### src/verilog/acf_pkg.sv
// Constants, types and field layouts of the converter setup and output coder
package acf_pkg;

	localparam int ACF_DATA_W   = 12;
	localparam int ACF_REG_W    = 10;
	localparam int ACF_FIFO_D   = 32;

	// Address field of a bus write
	localparam int ACF_ADDR_HI  = 11;
	localparam int ACF_ADDR_LO  = 10;
	localparam logic [1:0] ACF_ADDR_CONV = 2'h0;
	localparam logic [1:0] ACF_ADDR_INTF = 2'h1;
	localparam logic [1:0] ACF_ADDR_RSV2 = 2'h2;
	localparam logic [1:0] ACF_ADDR_RSV3 = 2'h3;

	// Register reset values
	localparam logic [9:0] ACF_CONV_RST = 10'h020;
	localparam logic [9:0] ACF_INTF_RST = 10'h000;

	// Output codes of the coder
	localparam logic [11:0] ACF_CODE_TOP  = 12'hFFF;
	localparam logic [11:0] ACF_CODE_MID  = 12'h800;
	localparam logic [11:0] ACF_CODE_BOT  = 12'h000;
	localparam logic [11:0] ACF_CODE_FLIP = 12'h800;

	// Scan, differential and channel select codes, bits 7 down to 3
	localparam logic [4:0] ACF_SEL_POS  = 5'h00;
	localparam logic [4:0] ACF_SEL_NEG  = 5'h01;
	localparam logic [4:0] ACF_SEL_DIFF = 5'h04;
	localparam logic [4:0] ACF_SEL_SCAN = 5'h11;

	typedef enum logic [1:0] {
		ACF_TEST_NORMAL = 2'b00,
		ACF_TEST_UPPER  = 2'b01,
		ACF_TEST_MID    = 2'b10,
		ACF_TEST_LOWER  = 2'b11
	} acf_test_e;

	typedef enum logic [2:0] {
		ACF_IN_POS  = 3'b000,
		ACF_IN_NEG  = 3'b001,
		ACF_IN_DIFF = 3'b010,
		ACF_IN_SCAN = 3'b011,
		ACF_IN_RSVD = 3'b100
	} acf_input_e;

	// Bit 9 down to bit 0
	typedef struct packed {
		acf_test_e  test_sel;
		logic       scan_enable;
		logic [1:0] diff_count;
		logic [1:0] input_sel;
		logic       power_down;
		logic       reserved;
		logic       ref_external;
	} acf_conv_s;

	typedef struct packed {
		logic       readback_enable;
		logic       offset_ctrl;
		logic       coding_select;
		logic       bus_rw_style;
		logic [3:0] reserved;
		logic       sync_gen_reset;
		logic       soft_reset;
	} acf_intf_s;

	typedef struct packed {
		logic       wr;
		logic       rd;
	} acf_strobe_s;

endpackage : acf_pkg

### src/verilog/acf_fifo.sv
// Sample FIFO with registered show-ahead read data
`timescale 1ns/1ns
module acf_fifo #(
	parameter int WIDTH = 12,
	parameter int DEPTH = 32
) (
	input  wire logic             clk,
	input  wire logic             rst_n,
	input  wire logic             flush,
	input  wire logic             in_valid,
	output logic                  in_ready,
	input  wire logic [WIDTH-1:0] in_data,
	output logic                  out_valid,
	input  wire logic             out_ready,
	output logic      [WIDTH-1:0] out_data
);
	localparam int AW = $clog2(DEPTH);

	logic [WIDTH-1:0] mem [DEPTH];
	logic [AW-1:0]    wr_ptr_r;
	logic [AW-1:0]    wr_ptr_nxt;
	logic [AW-1:0]    rd_ptr_r;
	logic [AW-1:0]    rd_ptr_nxt;
	logic [AW:0]      count_r;
	logic [AW:0]      count_nxt;
	logic [WIDTH-1:0] data_r;
	logic [WIDTH-1:0] data_nxt;
	logic             push;
	logic             pop;

	assign in_ready  = (count_r != (AW+1)'(DEPTH));
	assign out_valid = (count_r != '0);
	assign out_data  = data_r;
	assign push      = in_valid && in_ready && !flush;
	assign pop       = out_valid && out_ready && !flush;

	always_comb begin
		wr_ptr_nxt = wr_ptr_r;
		rd_ptr_nxt = rd_ptr_r;
		count_nxt  = count_r;
		if (flush) begin
			wr_ptr_nxt = '0;
			rd_ptr_nxt = '0;
			count_nxt  = '0;
		end else begin
			if (push)
				wr_ptr_nxt = (wr_ptr_r == AW'(DEPTH-1)) ? '0 : wr_ptr_r + 1'b1;
			if (pop)
				rd_ptr_nxt = (rd_ptr_r == AW'(DEPTH-1)) ? '0 : rd_ptr_r + 1'b1;
			count_nxt = count_r + (AW+1)'(push) - (AW+1)'(pop);
		end
		// Bypass a word written into the slot that becomes the head
		if (push && (wr_ptr_r == rd_ptr_nxt))
			data_nxt = in_data;
		else
			data_nxt = mem[rd_ptr_nxt];
	end

	always_ff @(posedge clk) begin
		if (push)
			mem[wr_ptr_r] <= in_data;
	end

	always_ff @(posedge clk or negedge rst_n) begin
		if (!rst_n) begin
			wr_ptr_r <= '0;
			rd_ptr_r <= '0;
			count_r  <= '0;
			data_r   <= '0;
		end else begin
			wr_ptr_r <= wr_ptr_nxt;
			rd_ptr_r <= rd_ptr_nxt;
			count_r  <= count_nxt;
			data_r   <= data_nxt;
		end
	end

endmodule : acf_fifo

### src/verilog/acf_top.sv
// Setup registers, parallel data bus and output coding of the converter
// Operation
// - Each sample leaves as a 12-bit word, straight binary or twos complement.
// - Single-ended binary: upper reference FFF, midpoint 800, lower 000.
// - Single-ended twos complement: upper 7FF, midpoint 000, lower 800.
// - Differential binary: plus span FFF, zero 800, minus span 000.
// - Differential twos complement: plus span 7FF, zero 000, minus span 800.
// - Two ten-bit setup registers together set the operating mode.
// - Address 00 picks first register, 01 the second, others reserved.
// - First register bit 0 picks internal or external reference; bit 1 reserved.
// - Bit 2 powers down; bus reads and writes keep working meanwhile.
// - Bits 4..3 select input channel, bits 6..5 differential count.
// - First register resets to zero except bit 5, which resets to one.
// - Bit 7 enables automatic channel scan.
// - Bits 9..8 substitute an internal test voltage for the input.
// - Second register fields: readback, offset, coding, bus style, sync, reset.
// - Bits 7..3 decode positive, negative, differential, autoscan; rest reserved.
// - Test field: normal, upper reference, midpoint, lower reference.
// - Bit 0 of second register resets device until zero is written.
// - Bit 1 of second register resets the sync generator.
`timescale 1ns/1ns
module acf_top (
	input  wire logic        SYS_CLK,
	input  wire logic        RESET_N,
	input  wire logic        CS_N,
	input  wire logic        WR_N,
	input  wire logic        RD_N,
	input  wire logic [11:0] DATA_IN,
	output logic      [11:0] DATA_OUT,
	output logic             DATA_OE,
	input  wire logic        SAMPLE_VALID,
	input  wire logic [11:0] SAMPLE_CODE,
	output logic             SAMPLE_READY,
	output logic             DATA_AVAILABLE,
	output logic             REF_EXTERNAL,
	output logic             POWER_DOWN,
	output logic      [2:0]  INPUT_MODE,
	output logic             SCAN_ENABLE,
	output logic      [1:0]  TEST_MODE,
	output logic             OFFSET_CTRL,
	output logic             BUS_RW_STYLE,
	output logic             SYNC_GEN_RESET,
	output logic             DEVICE_IN_RESET
);

	// Setup registers
	acf_pkg::acf_conv_s   conv_r;
	acf_pkg::acf_conv_s   conv_nxt;
	acf_pkg::acf_intf_s   intf_r;
	acf_pkg::acf_intf_s   intf_nxt;

	// Bus strobe history and read data
	acf_pkg::acf_strobe_s act;
	acf_pkg::acf_strobe_s prev_r;
	acf_pkg::acf_strobe_s prev_nxt;
	logic [11:0]          data_out_r;
	logic [11:0]          data_out_nxt;
	logic                 pop_pend_r;
	logic                 pop_pend_nxt;

	// Decoded and derived values
	logic                 wr_take;
	logic                 rd_start;
	logic                 rd_end;
	logic [1:0]           wr_addr;
	logic [9:0]           wr_value;
	acf_pkg::acf_intf_s   wr_intf;
	acf_pkg::acf_input_e  input_mode;
	logic                 input_ok;
	logic                 in_hold;
	logic [11:0]          raw_code;
	logic [11:0]          coded;

	// FIFO handshake
	logic                 fifo_in_valid;
	logic                 fifo_in_ready;
	logic                 fifo_out_valid;
	logic                 fifo_out_ready;
	logic [11:0]          fifo_out_data;
	logic                 fifo_flush;

	// Bus style selects separate strobes or a direction line under chip select
	always_comb begin
		if (intf_r.bus_rw_style) begin
			act.wr = !CS_N && !WR_N;
			act.rd = !CS_N && WR_N;
		end else begin
			act.wr = !CS_N && !WR_N;
			act.rd = !CS_N && !RD_N;
		end
	end

	assign wr_take  = act.wr && !prev_r.wr;
	assign rd_start = act.rd && !prev_r.rd;
	assign rd_end   = !act.rd && prev_r.rd;

	// Address on the top two lines, value on the low ten
	assign wr_addr  = DATA_IN[acf_pkg::ACF_ADDR_HI:acf_pkg::ACF_ADDR_LO];
	assign wr_value = DATA_IN[acf_pkg::ACF_REG_W-1:0];
	assign wr_intf  = acf_pkg::acf_intf_s'(wr_value);
	assign in_hold  = intf_r.soft_reset;

	// Register write decode
	always_comb begin
		conv_nxt = conv_r;
		intf_nxt = intf_r;
		if (wr_take) begin
			unique case (wr_addr)
				acf_pkg::ACF_ADDR_CONV: begin
					// Writes stay open in power down, refused while held in reset
					if (!in_hold)
						conv_nxt = acf_pkg::acf_conv_s'(wr_value);
				end
				acf_pkg::ACF_ADDR_INTF: begin
					if (wr_intf.soft_reset) begin
						// Defaults restored, device held until bit 0 is cleared
						conv_nxt = acf_pkg::acf_conv_s'(acf_pkg::ACF_CONV_RST);
						intf_nxt = acf_pkg::acf_intf_s'(acf_pkg::ACF_INTF_RST);
						intf_nxt.soft_reset = 1'b1;
					end else begin
						intf_nxt = wr_intf;
					end
				end
				acf_pkg::ACF_ADDR_RSV2,
				acf_pkg::ACF_ADDR_RSV3: begin
					conv_nxt = conv_r;
					intf_nxt = intf_r;
				end
			endcase
		end
	end

	always_ff @(posedge SYS_CLK or negedge RESET_N) begin
		if (!RESET_N) begin
			conv_r <= acf_pkg::acf_conv_s'(acf_pkg::ACF_CONV_RST);
			intf_r <= acf_pkg::acf_intf_s'(acf_pkg::ACF_INTF_RST);
		end else begin
			conv_r <= conv_nxt;
			intf_r <= intf_nxt;
		end
	end

	// Input configuration decode of scan, differential and channel bits
	always_comb begin
		unique case ({conv_r.scan_enable, conv_r.diff_count,
			conv_r.input_sel})
			acf_pkg::ACF_SEL_POS:  input_mode = acf_pkg::ACF_IN_POS;
			acf_pkg::ACF_SEL_NEG:  input_mode = acf_pkg::ACF_IN_NEG;
			acf_pkg::ACF_SEL_DIFF: input_mode = acf_pkg::ACF_IN_DIFF;
			acf_pkg::ACF_SEL_SCAN: input_mode = acf_pkg::ACF_IN_SCAN;
			default:               input_mode = acf_pkg::ACF_IN_RSVD;
		endcase
	end

	assign input_ok = (input_mode != acf_pkg::ACF_IN_RSVD);

	// Test field puts a reference level in place of the input
	always_comb begin
		unique case (conv_r.test_sel)
			acf_pkg::ACF_TEST_NORMAL: raw_code = SAMPLE_CODE;
			acf_pkg::ACF_TEST_UPPER:  raw_code = acf_pkg::ACF_CODE_TOP;
			acf_pkg::ACF_TEST_MID:    raw_code = acf_pkg::ACF_CODE_MID;
			acf_pkg::ACF_TEST_LOWER:  raw_code = acf_pkg::ACF_CODE_BOT;
		endcase
	end

	// Raw code is offset binary for single-ended and differential alike;
	// twos complement only inverts the top bit
	always_comb begin
		if (intf_r.coding_select)
			coded = raw_code ^ acf_pkg::ACF_CODE_FLIP;
		else
			coded = raw_code;
	end

	// Samples enter only while active, configured and not held in reset
	assign fifo_in_valid = SAMPLE_VALID && input_ok && !conv_r.power_down
		&& !in_hold;
	assign SAMPLE_READY  = fifo_in_ready && input_ok && !conv_r.power_down
		&& !in_hold;
	assign fifo_flush    = in_hold;
	assign fifo_out_ready = rd_end && pop_pend_r;

	acf_fifo #(
		.WIDTH (acf_pkg::ACF_DATA_W),
		.DEPTH (acf_pkg::ACF_FIFO_D)
	) u_fifo (
		.clk       (SYS_CLK),
		.rst_n     (RESET_N),
		.flush     (fifo_flush),
		.in_valid  (fifo_in_valid),
		.in_ready  (fifo_in_ready),
		.in_data   (coded),
		.out_valid (fifo_out_valid),
		.out_ready (fifo_out_ready),
		.out_data  (fifo_out_data)
	);

	// Read data latched when a read starts; the sample leaves when it ends
	always_comb begin
		prev_nxt     = act;
		data_out_nxt = data_out_r;
		pop_pend_nxt = pop_pend_r;
		if (rd_start) begin
			if (intf_r.readback_enable) begin
				data_out_nxt = {acf_pkg::ACF_ADDR_CONV, conv_r};
				pop_pend_nxt = 1'b0;
			end else begin
				data_out_nxt = fifo_out_data;
				pop_pend_nxt = fifo_out_valid;
			end
		end else if (rd_end) begin
			pop_pend_nxt = 1'b0;
		end
	end

	always_ff @(posedge SYS_CLK or negedge RESET_N) begin
		if (!RESET_N) begin
			prev_r     <= '{wr: 1'b0, rd: 1'b0};
			data_out_r <= acf_pkg::ACF_CODE_BOT;
			pop_pend_r <= 1'b0;
		end else begin
			prev_r     <= prev_nxt;
			data_out_r <= data_out_nxt;
			pop_pend_r <= pop_pend_nxt;
		end
	end

	// Drive the bus from the cycle after the read starts
	assign DATA_OUT = data_out_r;
	assign DATA_OE  = act.rd && prev_r.rd;

	assign DATA_AVAILABLE  = fifo_out_valid;
	assign REF_EXTERNAL    = conv_r.ref_external;
	assign POWER_DOWN      = conv_r.power_down;
	assign INPUT_MODE      = input_mode;
	assign SCAN_ENABLE     = conv_r.scan_enable;
	assign TEST_MODE       = conv_r.test_sel;
	assign OFFSET_CTRL     = intf_r.offset_ctrl;
	assign BUS_RW_STYLE    = intf_r.bus_rw_style;
	assign SYNC_GEN_RESET  = intf_r.sync_gen_reset;
	assign DEVICE_IN_RESET = intf_r.soft_reset;

endmodule : acf_top

### config.mk
export PLATFORM = sky130hd
export DESIGN_NAME = acf_top
export DESIGN_NICKNAME = d
export VERILOG_FILES = /design/src/verilog/acf_pkg.sv /design/src/verilog/acf_fifo.sv /design/src/verilog/acf_top.sv
export SDC_FILE = /design/constraint.sdc
export NUM_CORES = 1
export LEC_CHECK = 0
export BUFFER_PORTS_ARGS = -buffer_cell sky130_fd_sc_hd__buf_4
export CAP_MARGIN = 25
export CORE_ASPECT_RATIO = 1.1
export CORE_UTILIZATION = 62
export CTS_CLUSTER_SIZE = 16
export DETAILED_ROUTE_END_ITERATION = 10
export PLACE_DENSITY = 0.77
export SLEW_MARGIN = 20
export SYNTH_ARGS = -nofsm -noshare
export SYNTH_HDL_FRONTEND = slang
export SYNTH_SLANG_ARGS = --single-unit
### constraint.sdc
create_clock -name SYS_CLK -period 3.6 [get_ports SYS_CLK]
set_input_delay 0.72 -clock SYS_CLK [delete_from_list [all_inputs] [get_ports SYS_CLK]]
set_output_delay 0.72 -clock SYS_CLK [all_outputs]
set_load 0.05 [all_outputs]
== Word-level counts from Yosys, hierarchy flattened ==
Memory sizes are Yosys's and may differ from the RTL's. A register that Yosys moved wholly into a read port is not among the register bits.
Cells that the tools add are included.

* Output and inout bits: 27
* Input bits: 30
* Memory bits (writable): 384
* Word-level logic and storage cells: 99
* Memories: 1
* Flip-flop bits (word level): 47

{| class="wikitable"
|+ Memories
! name !! words !! width !! read ports !! clocked after memory_dff !! wr ports !! line !! RTL
|-
| u_fifo.mem || 32 || 12 || 1 || 1 || 1 || acf_fifo.sv:19 || <nowiki>logic [WIDTH-1:0] mem [DEPTH];</nowiki>
|}

* Equality and inequality tests: 15
* Multiplexer cells: 21
* Add/sub/neg operators: 4
* Reduce and logical (&&, ||, !) cells: 36
* Bitwise gates (word level): 2

{| class="wikitable"
|+ Operators with widths
! kind !! number
|-
| one-hot mux 12 bit (4 select lines) || 1
|-
| two-way mux 10 bit || 3
|-
| two-way mux 5 bit || 6
|-
| two-way mux 12 bit || 2
|-
| one-hot mux 10 bit (2 select lines) || 1
|-
| logical AND 1 bit || 18
|-
| equality test 5 bit (second input constant) || 3
|-
| one-hot mux 3 bit (4 select lines) || 1
|-
| adder 5 x 1 -> 5 bit (second input constant) || 2
|-
| logical NOT 1 bit || 9
|-
| equality test 2 bit (second input constant) || 4
|-
| adder 6 x 1 -> 6 bit || 1
|-
| two-way mux 1 bit || 6
|-
| two-way mux 6 bit || 1
|-
| inequality test 6 bit (second input constant) || 1
|-
| nonzero test 6 bit || 1
|-
| subtractor 6 x 1 -> 6 bit || 1
|-
| equality test 5 x 1 -> 1 bit (second input constant) || 1
|-
| equality test 5 x 3 -> 1 bit (second input constant) || 1
|-
| logical NOT 5 bit || 1
|-
| equality test 2 x 1 -> 1 bit (second input constant) || 2
|-
| logical NOT 2 bit || 2
|-
| inequality test 2 bit (second input constant) || 2
|-
| AND reduction 4 bit || 1
|-
| 5 further kinds || 7
|}

== Longest topological paths before layout ==
* Depth in word-level cells: 11
* Mapped depth: 16

== Hierarchy ==
Synthesis repeated with hierarchy kept, for this count alone.

* Cells, all modules: 1356
* Area total of the unflattened synthesis: 18466.5 µm²

{| class="wikitable"
|+ By module, submodules not included
! module !! cells an instance !! sequential area each (µm²) !! area an instance (µm²) !! times used
|-
| acf_fifo || 1194 || 12231.7 || 16851.2 || 1
|-
| acf_top || 162 || 777.0 || 1615.3 || 1
|}

== Worst setup path after synthesis ==
No wires, ideal clock.

* Path kind: in2reg
* Start point: input RD_N
* End point: register u_fifo.count_r[4]
* Setup time: 0.132 ns
* Arrival: 2.888 ns
* Stages: 15
* Path buffers: 0
* Data required time: 3.468 ns
* Path slack: 0.581 ns
* Cell sequence: o21ai_0 nand2b_1 ha_1 and2_1 nand2_1 nor2_1 ha_1 inv_1 ha_1 fa_1 a21oi_1 nor2_1 nor2_1 xor2_1 nor2_1

* Longest elaborated chain between the ends: 10

{| class="wikitable"
|+ RTL lines
! what !! line !! RTL
|-
| from (decl) || acf_top.sv:27 || <nowiki>input wire logic RD_N,</nowiki>
|-
| logical NOT 1 bit || acf_top.sv:89 || <nowiki>act.rd = !CS_N && !RD_N;</nowiki>
|-
| logical AND 1 bit || acf_top.sv:89 ||
|-
| two-way mux 1 bit || acf_top.sv:84 || <nowiki>if (intf_r.bus_rw_style) begin</nowiki>
|-
| logical NOT 1 bit || acf_top.sv:95 || <nowiki>assign rd_end = !act.rd && prev_r.rd;</nowiki>
|-
| logical AND 1 bit || acf_top.sv:95 ||
|-
| logical AND 1 bit || acf_top.sv:182 || <nowiki>assign fifo_out_ready = rd_end && pop_pend_r;</nowiki>
|-
| logical AND 1 bit (2 in series) || acf_fifo.sv:35 || <nowiki>assign pop = out_valid && out_ready && !flush;</nowiki>
|-
| subtractor 6 x 1 -> 6 bit || acf_fifo.sv:50 || <nowiki>count_nxt = count_r + (AW+1)'(push) - (AW+1)'(pop);</nowiki>
|-
| two-way mux 6 bit || acf_fifo.sv:41 || <nowiki>if (flush) begin</nowiki>
|-
| net u_fifo.count_nxt[4] || acf_fifo.sv:25 || <nowiki>logic [AW:0] count_nxt;</nowiki>
|-
| to (signal assigned) || acf_fifo.sv:73 || <nowiki>count_r <= count_nxt;</nowiki>
|-
| to (decl) || acf_fifo.sv:24 || <nowiki>logic [AW:0] count_r;</nowiki>
|}

The timed path passes the listed nets, and every way through them passes these cells.
A chain may end at the register's enable or synchronous reset.

== Final worst setup path ==
* Start point: register u_fifo.rd_ptr_r[0]
* End point: register u_fifo.data_r[5] (netlist: u_fifo.out_data[5]), read port of u_fifo.mem

* Longest elaborated chain between the ends: 4
* Elaborated cells on any way between the ends: 5

{| class="wikitable"
|+ RTL lines
! what !! line !! RTL
|-
| from (decl) || acf_fifo.sv:22 || <nowiki>logic [AW-1:0] rd_ptr_r;</nowiki>
|-
| from (signal assigned) || acf_fifo.sv:72 || <nowiki>rd_ptr_r <= rd_ptr_nxt;</nowiki>
|-
| adder 5 x 1 -> 5 bit / equality test 5 bit (equally long branches) || acf_fifo.sv:49 || <nowiki>rd_ptr_nxt = (rd_ptr_r == AW'(DEPTH-1)) ? '0 : rd_ptr_r + 1'b1;</nowiki>
|-
| two-way mux 5 bit || acf_fifo.sv:49 ||
|-
| two-way mux 5 bit (*) || acf_fifo.sv:48 || <nowiki>if (pop)</nowiki>
|-
| two-way mux 5 bit (*) || acf_fifo.sv:41 ||
|-
| to (decl) || acf_fifo.sv:26 || <nowiki>logic [WIDTH-1:0] data_r;</nowiki>
|}

Every way passes the cells marked *; elsewhere a longest branch is shown, timed or not.

==> qor.csv <==
stage,metric,value,unit
sta,min_period,3.47,ns
synthesis,yosysWarningCount,0,
synthesis,synth_edf_count,384,
clocking,htree_levels,2,
sta,final_max_slew_viol_count,0,
power,p_int,9310,uW
flow_run,drv_cap,0,
clocking,clk_latency,0.54,ns
floorplanning,io_pins,57,
global_route,grt_max_degree,60,
setup_path,cp_data_required_time,4.02,ns
setup_path,rr_startpoint,u_fifo.rd_ptr_r[0]$_DFF_PN0_,
power,power_leakage,0.00757,uW
sta,worst_slack,0.134,ns
route,vias_per_cell,6.20,
setup_path,path_cells,ha_1 -> and3_1 -> ha_1 -> buf_4 -> nand3b_1 -> nor2_1 -> a32oi_1 -> buf_4 -> nor2_1 -> nand2_1 -> o22ai_1 -> nor4_1 -> mux2_4,
setup_path,worstPathArrival,3.89,ns
synthesis,synthXorXnorAreaFrac,0.375,%
setup_path,cp-end-kind,flop,
global_route,gr-total-overflow,0,
synthesis,ys.flop_type,edfxtp_1,
route,dr.pass1.iters,7,
power,p_total,12700,uW
place,preCtsSetupSlack,-0.111,ns
floorplanning,core.rowCount,66,
sta,timing.final.crit_share,96.3,%
place,gp_congestion,0.905,
clocking,clock_sinks,443,
sta,rsz0062_at_grt,false,
floorplanning,die_h,184,um
global_route,grt_pass1_vias,10700,
synthesis,synth_adder_area_share,1.51,%
sta,hold_viol,0,
floorplanning,coreArea,29600,um^2
sta,fin_skew,0.0143,ns
layout,areaGrowthSynthToFinish,15.2,%
layout,final_net_count,1390,
power,p_sw,3340,uW
synthesis,yosys.area_share.simple,6.03,%
synthesis,synthCells,1202,
synthesis,synthDistinctLibCells,63,
clocking,tritoncts,yes,
synthesis,syn_nets,1254,
sta,slew_headroom,35.7,%
setup_path,start_kind,flop,
route,routed_wl,42400,um
synthesis,syn_area,18700,um^2
sta,hold_ws,0.260,ns
floorplanning,dieArea,30800,um^2
synthesis,syn_area_per_cell,15.5,um^2
status,status,"finished, final reports clean",
route,wire_per_inst,24.3,um
min_path,hp-class,primary input to asynchronous set/reset pin,
power,p_sw_share,26.4,%
synthesis,synthMuxAreaShare,15.9,%
setup_path,cp_slowest_cell,o22ai_1,
place,dp_hpwl,27400,um
floorplanning,die_w,167,um
sta,tightest_slew,0.962,ns
layout,nFillCells,1867,
global_route,grtUsageTotal,28.1,%
synthesis,synth_compound_area_share,3.83,%
setup_path,critPathKind,flop to flop,
sta,finalSetupViolCount,0,
synthesis,synthArstFlopShare,13.3,%
global_route,antenna_found_initial,0,
route,vias,10800,
route,first_iter_violations,955,
setup_path,cp_top_family,simple AND/OR/NAND/NOR gates,
synthesis,synth_top_family_by_area,multiplexers,
clocking,cts_buffer_depth,3,
power,p_seq_share,49.5,%
power,pwr-share-comb,15.3,%
power,pwr-share-clk,35.1,%
sta,clock.fmax,289,MHz
synthesis,synth_seq_cells,443,
clocking,ctsHoldBuffers,0,
place,portBuffers,56,
clocking,root_buffer,clkbuf_16,
power,ir_worst_vdd,0.368,mV
global_route,grt_pass1_wl,63700,um
power,pwr_density_cell,588,nW/um^2
setup_path,critPathLaunch,u_fifo.rd_ptr_r[0]$_DFF_PN0_,
synthesis,seq_area_frac_synth,69.7,%
setup_path,path_buf_inv,2,
setup_path,cp_max_fo,11,
clocking,cts_inserted_buffers,43,
route,ant_nets,0,
floorplanning,initial_core_util,63.2,%
clocking,clkTransAtPathRegs,0.06,ns
sta,fin_setup_tns,0,ns
layout,drive_above_1_share,18.5,%
setup_path,max_stage_delay,0.46,ns
route,drc,0,
stage by stage:
stage               instance area, um^2  util (%)  std cells
floorplan                         18700         -       1202
global placement                  20000      67.6       1655
detailed placement                20100      68.0       1667
CTS                               21500      72.7       1744
global route                      21500      72.8       1744
finish                            21500      72.8       1745
cell families after synthesis:
family                     count (synthesis)
DFF                                      443
muxes                                    288
and+or+nand+nor                          240
AOI/OAI and AO/OA                        115
buffers and inverters                     86
adders and majority gates                 22
xor gates and xnor gates                   8
placed cells by master (no fill, tap or decap), types with 4 or more instances in the layout:
| cell type | synthesis | routed |
|---|---|---|
| a32oi_1 | 4 | 4 |
| nand3_1 | 17 | 16 |
| inv_4 | 2 | 4 |
| buf_12 | 0 | 13 |
| mux2_4 | 8 | 8 |
| nand3b_1 | 7 | 7 |
| nand2b_1 | 13 | 13 |
| bufinv_16 | 0 | 4 |
| ha_1 | 21 | 21 |
| inv_1 | 19 | 19 |
| dfrtp_1 | 58 | 58 |
| clkbuf_16 | 0 | 45 |
| nor4_1 | 12 | 12 |
| clkinv_1 | 1 | 8 |
| nand2_1 | 87 | 87 |
| o21ai_0 | 23 | 23 |
| edfxtp_1 | 384 | 384 |
| mux2i_1 | 274 | 274 |
| nor2_2 | 1 | 10 |
| xnor2_1 | 6 | 5 |
| a21oi_1 | 21 | 21 |
| nor3_1 | 9 | 9 |
| o22ai_1 | 43 | 43 |
| nor2_1 | 67 | 57 |
| clkinv_2 | 0 | 7 |
| buf_6 | 11 | 4 |
| buf_4 | 17 | 135 |
| nor2b_1 | 4 | 4 |
| clkbuf_1 | 20 | 8 |
flip-flops by register name (all words and copies together) (netlist names):
name / count
SYNC_GEN_RESET: 1
u_fifo.out_data: 12
intf_r: 2
BUS_RW_STYLE: 1
DATA_OUT: 12
DEVICE_IN_RESET: 1
SCAN_ENABLE: 1
prev_r: 2
pop_pend_r: 1
REF_EXTERNAL: 1
u_fifo.wr_ptr_r: 5
u_fifo.count_r: 6
u_fifo.rd_ptr_r: 5
TEST_MODE: 2
conv_r: 5
POWER_DOWN: 1
u_fifo.mem: 384
OFFSET_CTRL: 1
routing by layer:
metal	up-vias	GRT usage (%)	share of wire, %
li1	4847	-	-
met1	5377	37.9	40
met2	494	45.3	48
met3	108	3.92	6.7
met4	0	14.0	4.8
met5	-	0	0
layout make-up:
class                      instances  area [um^2]  area share, %
timing repair buffer             152         1320           6.13
multi-input combinational        673         5210           24.2
inverter                          25          104          0.483
clock inverter                    21          204          0.948
clock buffer                      56         1200           5.57
antenna                            1         2.50         0.0116
sequential                       443        13000           60.5
tap                              374          468           2.18
cells in the mapped netlist, drive strengths merged, types with 11 or more instances:
library cell  count  area (um^2)
a21oi            23          123
buf              41          334
clkbuf           20         75.1
dfrtp            58         1450
edfxtp          384        11500
ha               21          263
inv              24         95.1
mux2             11          154
mux2i           274         2740
nand2            87          327
nand2b           13         81.3
nand3            17         85.1
nor2             69          269
nor4             12         75.1
o21ai            25          125
o22ai            43          269
path summary, 6_finish.rpt:
check	end	slack, ns	depth (start not counted)
setup / recovery	u_fifo.out_data[5]$_DFF_PN0_	0.13	13
hold / removal	u_fifo.wr_ptr_r[2]$_DFFE_PN0P_	0.26	1
setup reg to reg	u_fifo.out_data[5]$_DFF_PN0_	0.13	13
hold reg to reg	DATA_OUT[11]$_DFFE_PN0P_	0.48	1
max in group asynchronous	u_fifo.out_data[1]$_DFF_PN0_	2.83	1
min in group SYS_CLK	prev_r[1]$_DFF_PN0_	0.35	2
worst register-to-register path, cell delays in order (launching register included):
cell and delay [ns]:
dfrtp_1 0.45, ha_1 0.29, and3_1 0.21, ha_1 0.19
buf_4 0.16, nand3b_1 0.19, nor2_1 0.16, a32oi_1 0.16
buf_4 0.21, nor2_1 0.14, nand2_1 0.33, o22ai_1 0.46
nor4_1 0.12, mux2_4 0.27
power groups by stage:
stage | clock (uW) | sequential, uW | combinational [uW]
2_1_floorplan | 0 | 6560 | 983
3_3_place_gp | 0 | 6350 | 1870
3_5_place_dp | 0 | 6360 | 1930
4_1_cts | 4500 | 6260 | 1940
5_1_grt | 4680 | 6280 | 2090
6_report | 4440 | 6270 | 1940
timing repair:
item / CTS / global route
setup buffers: 0 / 0
setup endpoints to repair: 0 / 7
gates resized for setup: 0 / 1
(Power assumes the default switching activity.)
